--- src/verilog/relay_card_pkg.sv ---
// constants shared by the relay output card files
package relay_card_pkg;

  // register byte offsets
  localparam logic [4:0] OFF_OUTPUT_WORD = 5'h00;
  localparam logic [4:0] OFF_CONTROL = 5'h04;
  localparam logic [4:0] OFF_FLAG_TEST = 5'h08;
  localparam logic [4:0] OFF_IRQ_STATUS = 5'h0c;
  localparam logic [4:0] OFF_IRQ_MASK = 5'h10;
  localparam int MAP_ADDR_W = 5;

  // relay word layout
  localparam int RELAY_W = 16;
  localparam int GROUP_W = 8;

  // control register, write side
  localparam int CTL_SET_CONTROL_BIT = 0;
  localparam int CTL_CLEAR_FLAG_BIT = 1;
  localparam int CTL_CLEAR_CONTROL_BIT = 2;
  // control register, read side
  localparam int STS_CONTROL_BIT = 0;
  localparam int STS_COMMAND_BIT = 1;
  localparam int STS_FLAG_BIT = 2;
  localparam int STS_ISO_RELAY_BIT = 3;
  localparam int STS_SETTLED_BIT = 4;

  // flag test register
  localparam int TEST_FLAG_SET_BIT = 0;
  localparam int TEST_FLAG_CLEAR_BIT = 1;

  // interrupt status and mask layout
  localparam int IRQ_W = 3;
  localparam int IRQ_RESPONSE_BIT = 0;
  localparam int IRQ_COMMAND_BIT = 1;
  localparam int IRQ_SETTLED_BIT = 2;
  localparam logic [IRQ_W-1:0] IRQ_MASK_RESET = 3'h0;
  localparam logic [IRQ_W-1:0] IRQ_STATUS_RESET = 3'h0;

  // bus answers
  localparam logic [1:0] RESP_OKAY = 2'h0;
  localparam logic [1:0] RESP_SLVERR = 2'h2;

  // timing
  localparam int unsigned CLK_FREQ_HZ = 100_000_000;
  localparam int unsigned CMD_DELAY_US = 3000;
  localparam int unsigned RELAY_SETTLE_US = 1000;
  localparam int unsigned CMD_DELAY_CYCLES = CMD_DELAY_US * (CLK_FREQ_HZ / 1_000_000);
  localparam int unsigned RELAY_SETTLE_CYCLES = RELAY_SETTLE_US * (CLK_FREQ_HZ / 1_000_000);

endpackage : relay_card_pkg

--- src/verilog/rise_detect.sv ---
// one-cycle pulse on the rising edge of a synchronous level
`timescale 1ns/1ps
module rise_detect (
  // clock and reset
  input wire logic aclk,
  input wire logic aresetn,
  input wire logic ce,
  // level in, pulse out
  input wire logic level,
  output logic pulse
);

  logic level_q;

  always_ff @(posedge aclk) begin
    if (!aresetn) begin
      level_q <= 1'b0;
    end else if (ce) begin
      level_q <= level;
    end
  end

  // a level already high at reset release counts as an edge
  assign pulse = ce & level & ~level_q;
endmodule : rise_detect

--- src/verilog/hold_delay.sv ---
// output follows input high only after it has stood for a fixed count
`timescale 1ns/1ps
module hold_delay #(
  parameter int unsigned CYCLES = 300000
) (
  // clock and reset
  input wire logic aclk,
  input wire logic aresetn,
  input wire logic ce,
  // delayed level
  input wire logic level,
  output logic delayed
);

  localparam int CW = $clog2(CYCLES + 1);

  if (CYCLES < 1) begin : g_bad_cycles
    $error("hold_delay needs at least one cycle");
  end

  logic [CW-1:0] count;
  wire at_end = (count == CW'(CYCLES));

  // counter saturates, so the output holds as long as the input does
  always_ff @(posedge aclk) begin
    if (!aresetn) begin
      count <= '0;
    end else if (ce) begin
      if (!level) begin
        count <= '0;
      end else if (!at_end) begin
        count <= count + 1'b1;
      end
    end
  end

  assign delayed = level & at_end;
endmodule : hold_delay

--- src/verilog/relay_output_card.sv ---
// relay output card: relay word, command/flag logic, axi4-lite registers
//
// Local design decisions: the AXI4-Lite interface to the registers and the register addresses.
`timescale 1ns/1ps
module relay_output_card
  import relay_card_pkg::*;
#(
  parameter int ADDR_W = 8,
  parameter bit READBACK = 1'b1,
  parameter int unsigned CMD_CYCLES = CMD_DELAY_CYCLES,
  parameter int unsigned SETTLE_CYCLES = RELAY_SETTLE_CYCLES
) (
  // clock, reset, enable
  input wire logic aclk,
  input wire logic aresetn,
  input wire logic ce,
  // axi4-lite write address and data
  input wire logic [ADDR_W-1:0] awaddr,
  input wire logic awvalid,
  output logic awready,
  input wire logic [31:0] wdata,
  input wire logic [3:0] wstrb,
  input wire logic wvalid,
  output logic wready,
  // axi4-lite write response
  output logic [1:0] bresp,
  output logic bvalid,
  input wire logic bready,
  // axi4-lite read
  input wire logic [ADDR_W-1:0] araddr,
  input wire logic arvalid,
  output logic arready,
  output logic [31:0] rdata,
  output logic [1:0] rresp,
  output logic rvalid,
  input wire logic rready,
  // straps
  input wire logic low_group_preset_strap,
  input wire logic high_group_preset_strap,
  input wire logic command_relay_strap,
  // relays and device handshake
  output logic [RELAY_W-1:0] relay_drive,
  output logic isolated_command_relay,
  output logic ground_command,
  input wire logic response_isolated,
  input wire logic response_ground,
  // host interrupt chain
  input wire logic priority_in,
  output logic priority_out,
  output logic host_irq_request,
  output logic irq
);

  if (ADDR_W < MAP_ADDR_W || ADDR_W > 32) begin : g_bad_addr
    $error("ADDR_W must lie between 5 and 32");
  end

  ////////////////////////////////////////////////////////////////////////////
  // write channel: address and data latched separately, either order

  logic aw_full;
  logic w_full;
  logic [ADDR_W-1:0] aw_addr_q;
  logic [31:0] w_data_q;
  logic [3:0] w_strb_q;

  assign awready = ce & ~aw_full & ~bvalid;
  assign wready = ce & ~w_full & ~bvalid;
  wire aw_take = awvalid & awready;
  wire w_take = wvalid & wready;
  wire wr_fire = ce & aw_full & w_full & ~bvalid;
  wire wr_in_map = (aw_addr_q >> MAP_ADDR_W) == '0;
  wire [4:0] wr_off = aw_addr_q[4:0];
  wire wr_word = wr_fire & wr_in_map & (wr_off == OFF_OUTPUT_WORD);
  wire wr_ctl = wr_fire & wr_in_map & (wr_off == OFF_CONTROL);
  wire wr_test = wr_fire & wr_in_map & (wr_off == OFF_FLAG_TEST);
  wire wr_stat = wr_fire & wr_in_map & (wr_off == OFF_IRQ_STATUS);
  wire wr_mask = wr_fire & wr_in_map & (wr_off == OFF_IRQ_MASK);
  wire wr_hit = wr_word | wr_ctl | wr_test | wr_stat | wr_mask;

  always_ff @(posedge aclk) begin
    if (!aresetn) begin
      aw_full <= 1'b0;
      w_full <= 1'b0;
      aw_addr_q <= '0;
      w_data_q <= 32'h0;
      w_strb_q <= 4'h0;
    end else if (ce) begin
      aw_full <= aw_take | (aw_full & ~wr_fire);
      w_full <= w_take | (w_full & ~wr_fire);
      if (aw_take) aw_addr_q <= awaddr;
      if (w_take) w_data_q <= wdata;
      if (w_take) w_strb_q <= wstrb;
    end
  end

  always_ff @(posedge aclk) begin
    if (!aresetn) begin
      bvalid <= 1'b0;
      bresp <= RESP_OKAY;
    end else if (ce) begin
      if (wr_fire) begin
        bvalid <= 1'b1;
        bresp <= wr_hit ? RESP_OKAY : RESP_SLVERR;
      end else if (bready) begin
        bvalid <= 1'b0;
      end
    end
  end

  ////////////////////////////////////////////////////////////////////////////
  // relay word

  wire [RELAY_W-1:0] next_relay = {w_strb_q[1] ? w_data_q[15:8] : relay_drive[15:8],
                                   w_strb_q[0] ? w_data_q[7:0] : relay_drive[7:0]};
  wire load_word = wr_word & (w_strb_q[1:0] != 2'h0);

  // synchronous reset stands in for the power-on preset
  always_ff @(posedge aclk) begin
    if (!aresetn) begin
      relay_drive <= {{GROUP_W{high_group_preset_strap}}, {GROUP_W{low_group_preset_strap}}};
    end else if (ce && load_word) begin
      relay_drive <= next_relay;
    end
  end

  // settle timer restarts on every load; contacts need time to move
  logic settle_arm;
  logic relays_settled;

  always_ff @(posedge aclk) begin
    if (!aresetn) begin
      settle_arm <= 1'b0;
    end else if (ce) begin
      settle_arm <= ~load_word;
    end
  end

  hold_delay #(.CYCLES(SETTLE_CYCLES)) u_settle (
    .aclk(aclk),
    .aresetn(aresetn),
    .ce(ce),
    .level(settle_arm),
    .delayed(relays_settled)
  );

  ////////////////////////////////////////////////////////////////////////////
  // command, control and flag

  wire ctl_lane = wr_ctl & w_strb_q[0];
  wire set_control_instr = ctl_lane & w_data_q[CTL_SET_CONTROL_BIT];
  wire clear_flag_instr = ctl_lane & w_data_q[CTL_CLEAR_FLAG_BIT];
  wire clear_control_instr = ctl_lane & w_data_q[CTL_CLEAR_CONTROL_BIT];
  logic resp_iso_pulse;
  logic resp_gnd_pulse;
  wire response = resp_iso_pulse | resp_gnd_pulse;

  rise_detect u_resp_iso (
    .aclk(aclk),
    .aresetn(aresetn),
    .ce(ce),
    .level(response_isolated),
    .pulse(resp_iso_pulse)
  );

  rise_detect u_resp_gnd (
    .aclk(aclk),
    .aresetn(aresetn),
    .ce(ce),
    .level(response_ground),
    .pulse(resp_gnd_pulse)
  );

  logic control_ff;
  logic command_ff;
  logic flag;
  logic cmd_delayed;
  logic cmd_delayed_q;
  logic settled_q;

  always_ff @(posedge aclk) begin
    if (!aresetn) begin
      control_ff <= 1'b0;
      command_ff <= 1'b0;
      flag <= 1'b0;
    end else if (ce) begin
      if (set_control_instr) control_ff <= 1'b1;
      else if (clear_control_instr) control_ff <= 1'b0;
      if (set_control_instr) command_ff <= 1'b1;
      else if (response) command_ff <= 1'b0;
      // a response in the clearing cycle is kept
      if (response) flag <= 1'b1;
      else if (clear_flag_instr) flag <= 1'b0;
    end
  end

  hold_delay #(.CYCLES(CMD_CYCLES)) u_cmd_delay (
    .aclk(aclk),
    .aresetn(aresetn),
    .ce(ce),
    .level(command_ff),
    .delayed(cmd_delayed)
  );

  always_ff @(posedge aclk) begin
    if (!aresetn) begin
      isolated_command_relay <= 1'b0;
      ground_command <= 1'b0;
      cmd_delayed_q <= 1'b0;
      settled_q <= 1'b0;
    end else if (ce) begin
      isolated_command_relay <= command_relay_strap ? cmd_delayed : 1'b1;
      ground_command <= command_ff;
      cmd_delayed_q <= cmd_delayed;
      settled_q <= relays_settled;
    end
  end

  // priority chain: a requesting card blocks those below it
  wire requesting = flag & control_ff;
  assign host_irq_request = requesting & priority_in;
  assign priority_out = priority_in & ~requesting;

  ////////////////////////////////////////////////////////////////////////////
  // interrupt status and mask

  logic [IRQ_W-1:0] irq_status;
  logic [IRQ_W-1:0] irq_mask;
  wire [IRQ_W-1:0] irq_event = {relays_settled & ~settled_q, cmd_delayed & ~cmd_delayed_q, response};
  wire [IRQ_W-1:0] irq_w1c = (wr_stat & w_strb_q[0]) ? w_data_q[IRQ_W-1:0] : '0;

  always_ff @(posedge aclk) begin
    if (!aresetn) begin
      irq_status <= IRQ_STATUS_RESET;
      irq_mask <= IRQ_MASK_RESET;
    end else if (ce) begin
      irq_status <= (irq_status & ~irq_w1c) | irq_event;
      if (wr_mask && w_strb_q[0]) irq_mask <= w_data_q[IRQ_W-1:0];
    end
  end

  assign irq = |(irq_status & irq_mask);

  ////////////////////////////////////////////////////////////////////////////
  // read channel

  assign arready = ce & ~rvalid;
  wire ar_take = arvalid & arready;
  wire rd_in_map = (araddr >> MAP_ADDR_W) == '0;
  wire [4:0] rd_off = araddr[4:0];
  wire rd_word = rd_in_map & (rd_off == OFF_OUTPUT_WORD);
  wire rd_ctl = rd_in_map & (rd_off == OFF_CONTROL);
  wire rd_test = rd_in_map & (rd_off == OFF_FLAG_TEST);
  wire rd_stat = rd_in_map & (rd_off == OFF_IRQ_STATUS);
  wire rd_mask = rd_in_map & (rd_off == OFF_IRQ_MASK);
  wire rd_hit = rd_word | rd_ctl | rd_test | rd_stat | rd_mask;
  wire [31:0] word_view = READBACK ? {16'h0, relay_drive} : 32'h0;
  wire [31:0] ctl_view = {27'h0, relays_settled, isolated_command_relay, flag, command_ff, control_ff};
  wire [31:0] test_view = {30'h0, ~flag, flag};
  wire [31:0] rd_data = rd_word ? word_view :
                        rd_ctl ? ctl_view :
                        rd_test ? test_view :
                        rd_stat ? {29'h0, irq_status} :
                        rd_mask ? {29'h0, irq_mask} : 32'h0;

  always_ff @(posedge aclk) begin
    if (!aresetn) begin
      rvalid <= 1'b0;
      rdata <= 32'h0;
      rresp <= RESP_OKAY;
    end else if (ce) begin
      if (ar_take) begin
        rvalid <= 1'b1;
        rdata <= rd_data;
        rresp <= rd_hit ? RESP_OKAY : RESP_SLVERR;
      end else if (rready) begin
        rvalid <= 1'b0;
      end
    end
  end
endmodule : relay_output_card

--- config.mk ---
export PLATFORM = sky130hd
export DESIGN_NAME = relay_output_card
export DESIGN_NICKNAME = d
export VERILOG_FILES = /design/src/verilog/relay_card_pkg.sv /design/src/verilog/rise_detect.sv /design/src/verilog/hold_delay.sv /design/src/verilog/relay_output_card.sv
export SDC_FILE = /design/constraint.sdc
export NUM_CORES = 1
export LEC_CHECK = 0
export ABC_AREA = 0
export BUFFER_PORTS_ARGS = -buffer_cell sky130_fd_sc_hd__buf_4
export CELL_PAD_IN_SITES_DETAIL_PLACEMENT = 1
export CELL_PAD_IN_SITES_GLOBAL_PLACEMENT = 1
export CORE_MARGIN = 3
export CORE_UTILIZATION = 42
export DETAILED_ROUTE_END_ITERATION = 7
export MAX_ROUTING_LAYER = met4
export PLACE_DENSITY_LB_ADDON = 0.1
export SETUP_SLACK_MARGIN = 0.1
export SYNTH_ARGS = -nofsm -noshare
export SYNTH_HDL_FRONTEND = slang
export SYNTH_SLANG_ARGS = --single-unit
--- constraint.sdc ---
create_clock -name aclk -period 4.65 [get_ports aclk]
set_input_delay 0.2325 -clock aclk [delete_from_list [all_inputs] [get_ports aclk]]
set_output_delay 0.2325 -clock aclk [all_outputs]
set_load 0.01 [all_outputs]
* Word-level counts from Yosys, hierarchy flattened
Index checks and enable logic that the tools add are counted.
Storage, ports and cells: register bits after elaboration 134, input bits 66, output and inout bits 62, logic and storage cells 165
Operators by class: add/sub/neg operators 2, equal/unequal tests 15, mux-type cells 27, bitwise logic cells 68, reductions and logical operators 27
Operators with widths (count):
- $mux W16 | 3
- $and A1 B1 Y1 | 41
- $mux W19 | 2
- $mux W17 | 2
- $reduce_and A2 Y1 | 14
- $eq A5 B4 Y1 const B | 4
- $add A19 B1 Y19 const B | 1
- $eq A19 B19 Y1 const B | 1
- $add A17 B1 Y17 const B | 1
- $eq A17 B17 Y1 const B | 1
- $logic_not A8 Y1 | 2
- $mux W8 | 2
- $mux W3 | 4
- $not A1 Y1 | 12
- $reduce_bool A2 Y1 | 6
- $mux W1 | 11
- $or A1 B1 Y1 | 11
- $eq A5 B3 Y1 const B | 2
- $eq A5 B5 Y1 const B | 2
- $logic_not A5 Y1 | 2
- $and A3 B3 Y3 | 2
- $ne A2 B1 Y1 const B | 3
- $mux W5 | 1
- $mux W2 | 2
- 5 further kinds | 7

* Depth between registers and ports, before layout
Gate-level depths: netlist of the first run.
depth in word-level cells 10, depth in mapped cells 7, mapped depth without buffers 6

* Hierarchy
Synthesis of the first run repeated with hierarchy kept, for this count alone.
Second synthesis, totals: cells, all modules 654, area total of the unflattened synthesis 5499.0 um^2
By module, submodules not included:
- relay_output_card | times used 1, cells each 389, area each 3383.2 um^2, sequential area each 1721.7 um^2
- hold_delay (u_cmd_delay) | times used 1, cells each 138, area each 1098.6 um^2, sequential area each 380.4 um^2
- hold_delay (u_settle) | times used 1, cells each 117, area each 934.6 um^2, sequential area each 340.3 um^2
- rise_detect | times used 2, cells each 5, area each 41.3 um^2, sequential area each 20.0 um^2

* Least setup slack after synthesis of the first run
Ideal clock, no wire load.
kind register to register, start point register aw_addr_q[1], end point register relay_drive[0] (enable), library setup time 0.329 ns, data arrival time 1.525 ns, data required time 4.321 ns, path slack 2.796 ns, stages on the path, launching flop included 5, buffers on the path 0, period minus slack after synthesis 1.854 ns, path through dfxtp_1 > or4_1 > nor4_2 > nand3_1 > nand2_1
On the way: longest elaborated chain between the ends 6
RTL lines:
- start, declared | line relay_output_card.sv:63 | logic [ADDR_W-1:0] aw_addr_q;
- start signal, assigned | line relay_output_card.sv:91 | if (aw_take) aw_addr_q <= awaddr;
- $logic_not A5 Y1 | line relay_output_card.sv:74 | wire wr_word = wr_fire & wr_in_map & (wr_off == OFF_OUTPUT_WORD);
- $and A1 B1 Y1 | line relay_output_card.sv:74
- $and A1 B1 Y1 | line relay_output_card.sv:116 | wire load_word = wr_word & (w_strb_q[1:0] != 2'h0);
- $logic_and A1 B1 Y1 | line relay_output_card.sv:122 | end else if (ce && load_word) begin
- $ne A2 B1 Y1 (no line)
- $reduce_and A2 Y1 (no line)
- end signal, assigned | line relay_output_card.sv:121 | relay_drive <= {{GROUP_W{high_group_preset_strap}}, {GROUP_W{low_group_preset_strap}}};
- end signal, assigned | line relay_output_card.sv:123 | relay_drive <= next_relay;
- end, declared | line relay_output_card.sv:42 | output logic [RELAY_W-1:0] relay_drive,
No other way between the ends. A chain may end at the register's enable or synchronous reset.

* Final worst setup path of the first run
start point register aw_addr_q[1], end point register relay_drive[3] (enable)
Same word-level chain as after synthesis.

==> results of run 1 <==
cell type report:
class	count	area, µm²
flip-flops and latches	116	2480
inverters	13	48.8
clock inverters	12	160
repair buffers	93	698
multi-input cells	458	2560
well taps	168	210
fillers	1456	5550
clock buffers	20	447
registers in the layout (all words and copies together), names as in the netlist, 2 cells and up:
signal,cells
u_cmd_delay.count,19
u_settle.count,17
rdata,16
relay_drive,16
w_data_q,16
aw_addr_q,8
irq_mask,3
irq_status,3
w_strb_q,2
kinds of logic (layout without fill, tap and decap cells):
kind of cell | count (synthesis) | count (layout) | synth area share [%]
compound gates | 120 | 120 | 14.0
simple gates | 287 | 287 | 27.1
buf+inv | 59 | 138 | 5.60
fa+ha+maj | 4 | 4 | 0.949
xor+xnor | 14 | 14 | 2.32
mux | 15 | 15 | 2.87
other cells | 1 | 18 | 0.0711
flops | 116 | 116 | 47.1
report_power, final:
part           total [W]  leakage, nW  internal, W  switching (W)
sequential       0.00108        0.974      0.00105      0.0000252
clock            0.00134        0.298     0.000900       0.000441
combinational   0.000193         1.33    0.0000818       0.000111
total            0.00261         2.60      0.00203       0.000577
worst max-delay path: stages, from the launching register on:
cell and delay, ps:
dfxtp_1 300, or4_1 600, nor4_2 470, nand3_1 160
nand2_1 310
per-layer routing:
layer  share of wire, %  wire [µm]  vias up
met2                 47       6580      121
met4                1.8        250        0
met1                 47       6570     2196
met3                4.3        600       22
li1                   -          -     2282
met5                  0          0        -
placed cells by master, fill, tap and decap left out, types with 9 or more instances in the layout:
cell type / instances
conb_1: 18
buf_4: 93
or3_1: 9
clkbuf_16: 17
mux2i_1: 14
edfxtp_1: 16
nor2_1: 17
a21boi_1: 29
nand3_1: 20
o21ai_0: 17
inv_1: 12
nand2_1: 156
dfxtp_1: 100
nand4_1: 12
a21oi_1: 45
worst paths after layout:
kind	endpoint	cells after the start
setup / recovery	relay_drive[3]	4
hold reg to reg	irq_status[2]	1
setup reg to reg	relay_drive[3]	4
hold / removal	isolated_command_relay	2
per-stage QoR:
stage,cell area (µm²),std cells,utilization (%)
after CTS,6610,880,54.3
after global placement,6000,848,49.3
final,6610,880,54.3
after floorplan,5340,633,-
after detailed placement,6000,848,49.3
after global routing,6610,880,54.3
==> results.txt, run 1 <==
top post-synthesis cells by count -> nand2_1, dfxtp_1, a21oi_1
Seq cells post-synth -> 116
post-synthesis average cell area -> 8.56 µm²
period utilization -> 46.8%
Synth cell types -> 58
CP Capture Type -> flop
remaining antenna violation count after routing -> 0
Fin. Hold Viols -> 0
largest vdd supply drop -> 0.195 mV
CP arrival -> 2250 ps
routability cong. -> 0.820
Post-synth EDFFs -> 16
Critical Path Start -> aw_addr_q[1]
IO buf count -> 91
Routed WL per cell -> 15.9 µm
Fin Hold WS -> 17.6 ps
FFs w/ async S/R, synth -> 0%
worst slew pin tran -> 1180 ps
CP required -> 4730 ps
GR Util All Layers -> 20.6%
Setup TNS Final -> 0 ps
WL final -> 14000 µm
Die Height -> 118 µm
First-pass DRT Iterations -> 4
met2 Use GR -> 32.0%
clock sink total -> 116
leakage power -> 2.60 nW
IO Count -> 128
first-pass GRT wire length -> 22900 µm
detailed placement HPWL -> 10000 µm
outcome -> finished clean
Ys Warns -> 0
DR vias/cell -> 5.25
Die ar. -> 13900 µm²
GR Overflow Total -> 0
R2R setup slack -> 2470 ps
net total in the final layout -> 769
largest net degree at the start of global routing -> 44
Clock Skew -> 6.60 ps
post_cts resized -> 0
MaxCap Viol Count -> 0
leading area contributor after synthesis -> dfxtp_1
CP Max Fanout -> 8
htree depth -> 4
Area Growth Syn to Fin -> 25.3%
Setup WS post-layout -> 2470 ps
CTS tree -> done
Max-slew headroom -> 20.9%
grt met3 use -> 4.76%
CTS Hold Bufs -> 0
Gate Count Post-Synth -> 616
Worst Hold Class -> input port to flop
hold_sp -> command_relay_strap
DRC Markers -> 0
initial antenna violation count -> 0
worst skew pair latency -> 410 ps
# rows -> 40
Finish-stage setup viols -> 0
total power -> 0.00261 W
antenna cells -> 0
clk root buf -> clkbuf_16
die extent in x -> 118 µm
vias in the first global route -> 4639
Area contributors post-synth -> dfxtp_1, nand2_1, edfxtp_1
synthesized area -> 5280 µm²
post-synth top area share -> 38.0%
Max clock buf depth -> 2
routing usage on met1 -> 25.9%
Slew Limit Fails -> 0
RSZ-0062 raised after global routing -> false
pre-CTS WS -> 2250 ps
Initial Utilization -> 43.4%
clock slew at reported path FFs -> 50 ps
drt first-iter violations -> 229
layout cells sized above 1 -> 18.8%
min Tclk post-route -> 2180 ps
startpoint types -> flop
Power per Cell Area -> 395 nW/µm²
count leader, synth -> nand2_1
top_reg_cell synth -> dfxtp_1
CP Class -> flop to flop
worst reg2reg path startpoint -> aw_addr_q[1]
grt peak-use layer -> met2
Max Clk Rate -> 0.459 GHz
Setup Fix Bufs, Post-CTS -> 0
CTS Buf Count -> 17
core area -> 12200 µm²
register area share after synthesis -> 47.1%
routed vias -> 4621
Power figures use the tool's default switching activity.
==> run 2, diff against run 1 <==
--- a/config.mk
+++ b/config.mk
@@ -10,7 +10,7 @@
 export CELL_PAD_IN_SITES_DETAIL_PLACEMENT = 1
 export CELL_PAD_IN_SITES_GLOBAL_PLACEMENT = 1
 export CORE_MARGIN = 3
-export CORE_UTILIZATION = 42
+export CORE_UTILIZATION = 39
 export DETAILED_ROUTE_END_ITERATION = 7
 export MAX_ROUTING_LAYER = met4
 export PLACE_DENSITY_LB_ADDON = 0.1
==> constraint.sdc (replaced) <==
create_clock -name aclk -period 2.01 [get_ports aclk]
set_input_delay 0.1005 -clock aclk [delete_from_list [all_inputs] [get_ports aclk]]
set_output_delay 0.1005 -clock aclk [all_outputs]
set_load 0.01 [all_outputs]
==> run 2 against run 1 <==
Via count is 4.7% higher; combinational power grew to 2.7 times the previous value; critical path depth is 1 higher; sequential share of layout area is 2.8 points lower; clock-buffer cell count is 2 lower; first-iteration DRC count is 2.2% lower; die area is 7.3% higher; total power is 140% higher; non-clock buffer count is 52 higher; critical path type unchanged; highest routed layer unchanged.
==> results.txt, run 2 (synthesis gave the netlist of run 1 again) <==
Die ar. -> 15000 µm²
min Tclk post-route -> 1920 ps
total power -> 0.00634 W
Slew Limit Fails -> 0
net total in the final layout -> 821
CTS tree -> done
Routed WL per cell -> 16.4 µm
CP Max Fanout -> 5
largest net degree at the start of global routing -> 63
period utilization -> 95.5%
Fin. Hold Viols -> 0
Psw -> 0.00137 W
Setup TNS Final -> 0 ps
WL final -> 15300 µm
Area Growth Syn to Fin -> 35.7%
CTS Buf Count -> 17
leakage power -> 2.85 nW
clock sink total -> 116
Power per Cell Area -> 886 nW/µm²
Clock Skew -> 7.55 ps
CP arrival -> 2280 ps
routed vias -> 4838
Max Clk Rate -> 0.521 GHz
IO Count -> 128
CP required -> 2370 ps
Initial Utilization -> 40.8%
Worst Hold Class -> input port to flop
outcome -> finished clean
IO buf count -> 91
switch share -> 21.6%
clock slew at reported path FFs -> 60 ps
drt first-iter violations -> 224
antenna cells -> 0
largest vdd supply drop -> 0.523 mV
Die Height -> 122 µm
Int Power -> 0.00497 W
remaining antenna violation count after routing -> 0
Max clock buf depth -> 2
clk root buf -> clkbuf_16
commonest non-fill, non-tap cell in the layout -> nand2_1
DR vias/cell -> 5.17
htree depth -> 4
worst skew pair latency -> 420 ps
CP Class -> flop to flop
Biggest register -> u_cmd_delay.count
GR Util All Layers -> 21.5%
# rows -> 41
vias in the first global route -> 4941
clock power share -> 52.4%
MaxCap Viol Count -> 0
core area -> 12900 µm²
power share of the sequential group -> 39.3%
first-pass GRT wire length -> 24600 µm
worst slew pin tran -> 825 ps
startpoint types -> flop
CP Capture Type -> flop
RSZ-0062 raised after global routing -> false
die extent in x -> 122 µm
Max-slew headroom -> 44.6%
Finish-stage setup viols -> 0
layout cells sized above 1 -> 20.8%
max reg flops -> 19
initial antenna violation count -> 0
First-pass DRT Iterations -> 4
Logic pwr share -> 8.2%
most frequent cells in the layout -> nand2_1, buf_4, dfxtp_1
GR Overflow Total -> 0
Largest regs -> u_cmd_delay.count x19, u_settle.count x17
DRC Markers -> 0
detailed placement HPWL -> 10400 µm
routability cong. -> 0.816
-- run 2: changes by cell type in the layout (fill, tap and decap cells not counted), moves of 3 or more --
cell           before  now
dlygate4sd3_1       0   32
buf_4              93  112
nand2_1           156  153
clkinv_1            2    5
nand2_2             0    3
-- run 2: stage by stage --
step | area (µm²) | utilization [%] | cells | hold slack [ps] | setup WS, ps
after floorplan | 5340 | - | 633 | 208 | 156
after global placement | 6150 | 47.5 | 869 | 295 | 136
after detailed placement | 6150 | 47.5 | 869 | 311 | 86.2
after CTS | 7110 | 55.0 | 933 | 14.2 | 102
after global routing | 7160 | 55.4 | 936 | 35.0 | 39.4
final | 7160 | 55.4 | 936 | 34.2 | 91.3
-- run 2: final cells by class --
type                            count  area [µm²]
Fill cell                        1514        5770
Clock buffer                       18         429
Inverter                           13        48.8
Timing Repair Buffer              145        1180
Multi-Input combinational cell    458        2580
Tap cell                          172         215
Sequential cell                   116        2480
Clock inverter                     14         214
-- run 2: metal layers --
metal / global-route usage, % / up-vias / share of wire [%]
met3: 4.15 / 16 / 4.1
met5: - / - / 0
li1: - / 2390 / -
met1: 27.1 / 2326 / 46
met4: 7.77 / 0 / 1.4
met2: 34.4 / 106 / 49
-- run 2: worst max-delay path, cell delays in order (launching register included) --
cell and delay, ps:
dfxtp_2 370, ha_2 210, nand4_1 180, or4_4 540, or4_1 480, nand2_1 70
-- run 2: path summary, 6_finish.rpt --
| path | startpoint | endpoint | slack [ps] | depth (start not counted) |
|---|---|---|---|---|
| max | u_cmd_delay.count[0] | u_cmd_delay.count[18] | 90 | 5 |
| min | aresetn | rresp[1] | 30 | 3 |
| max reg2reg | u_cmd_delay.count[0] | u_cmd_delay.count[18] | 90 | 5 |
| min reg2reg | settled_q | irq_status[2] | 430 | 1 |
-- run 2: power by group through the flow --
stage	Combinational, W	Clock (W)	Sequential [W]
detailed placement	0.000466	0	0.00254
finish	0.000521	0.00332	0.00249
floorplan	0.000258	0	0.00254
global route	0.000577	0.00347	0.00250
global placement	0.000455	0	0.00253
CTS	0.000520	0.00337	0.00249
-- run 2: what timing repair did --
item | in CTS | in global routing
endpoints found under the hold margin | 32 | 0
hold buffers | 32 | 0
gates cloned | 0 | 0
pin swaps | 0 | 2
setup buffers | 0 | 3
setup endpoints to repair | 8 | 27
gates resized for setup | 1 | 7
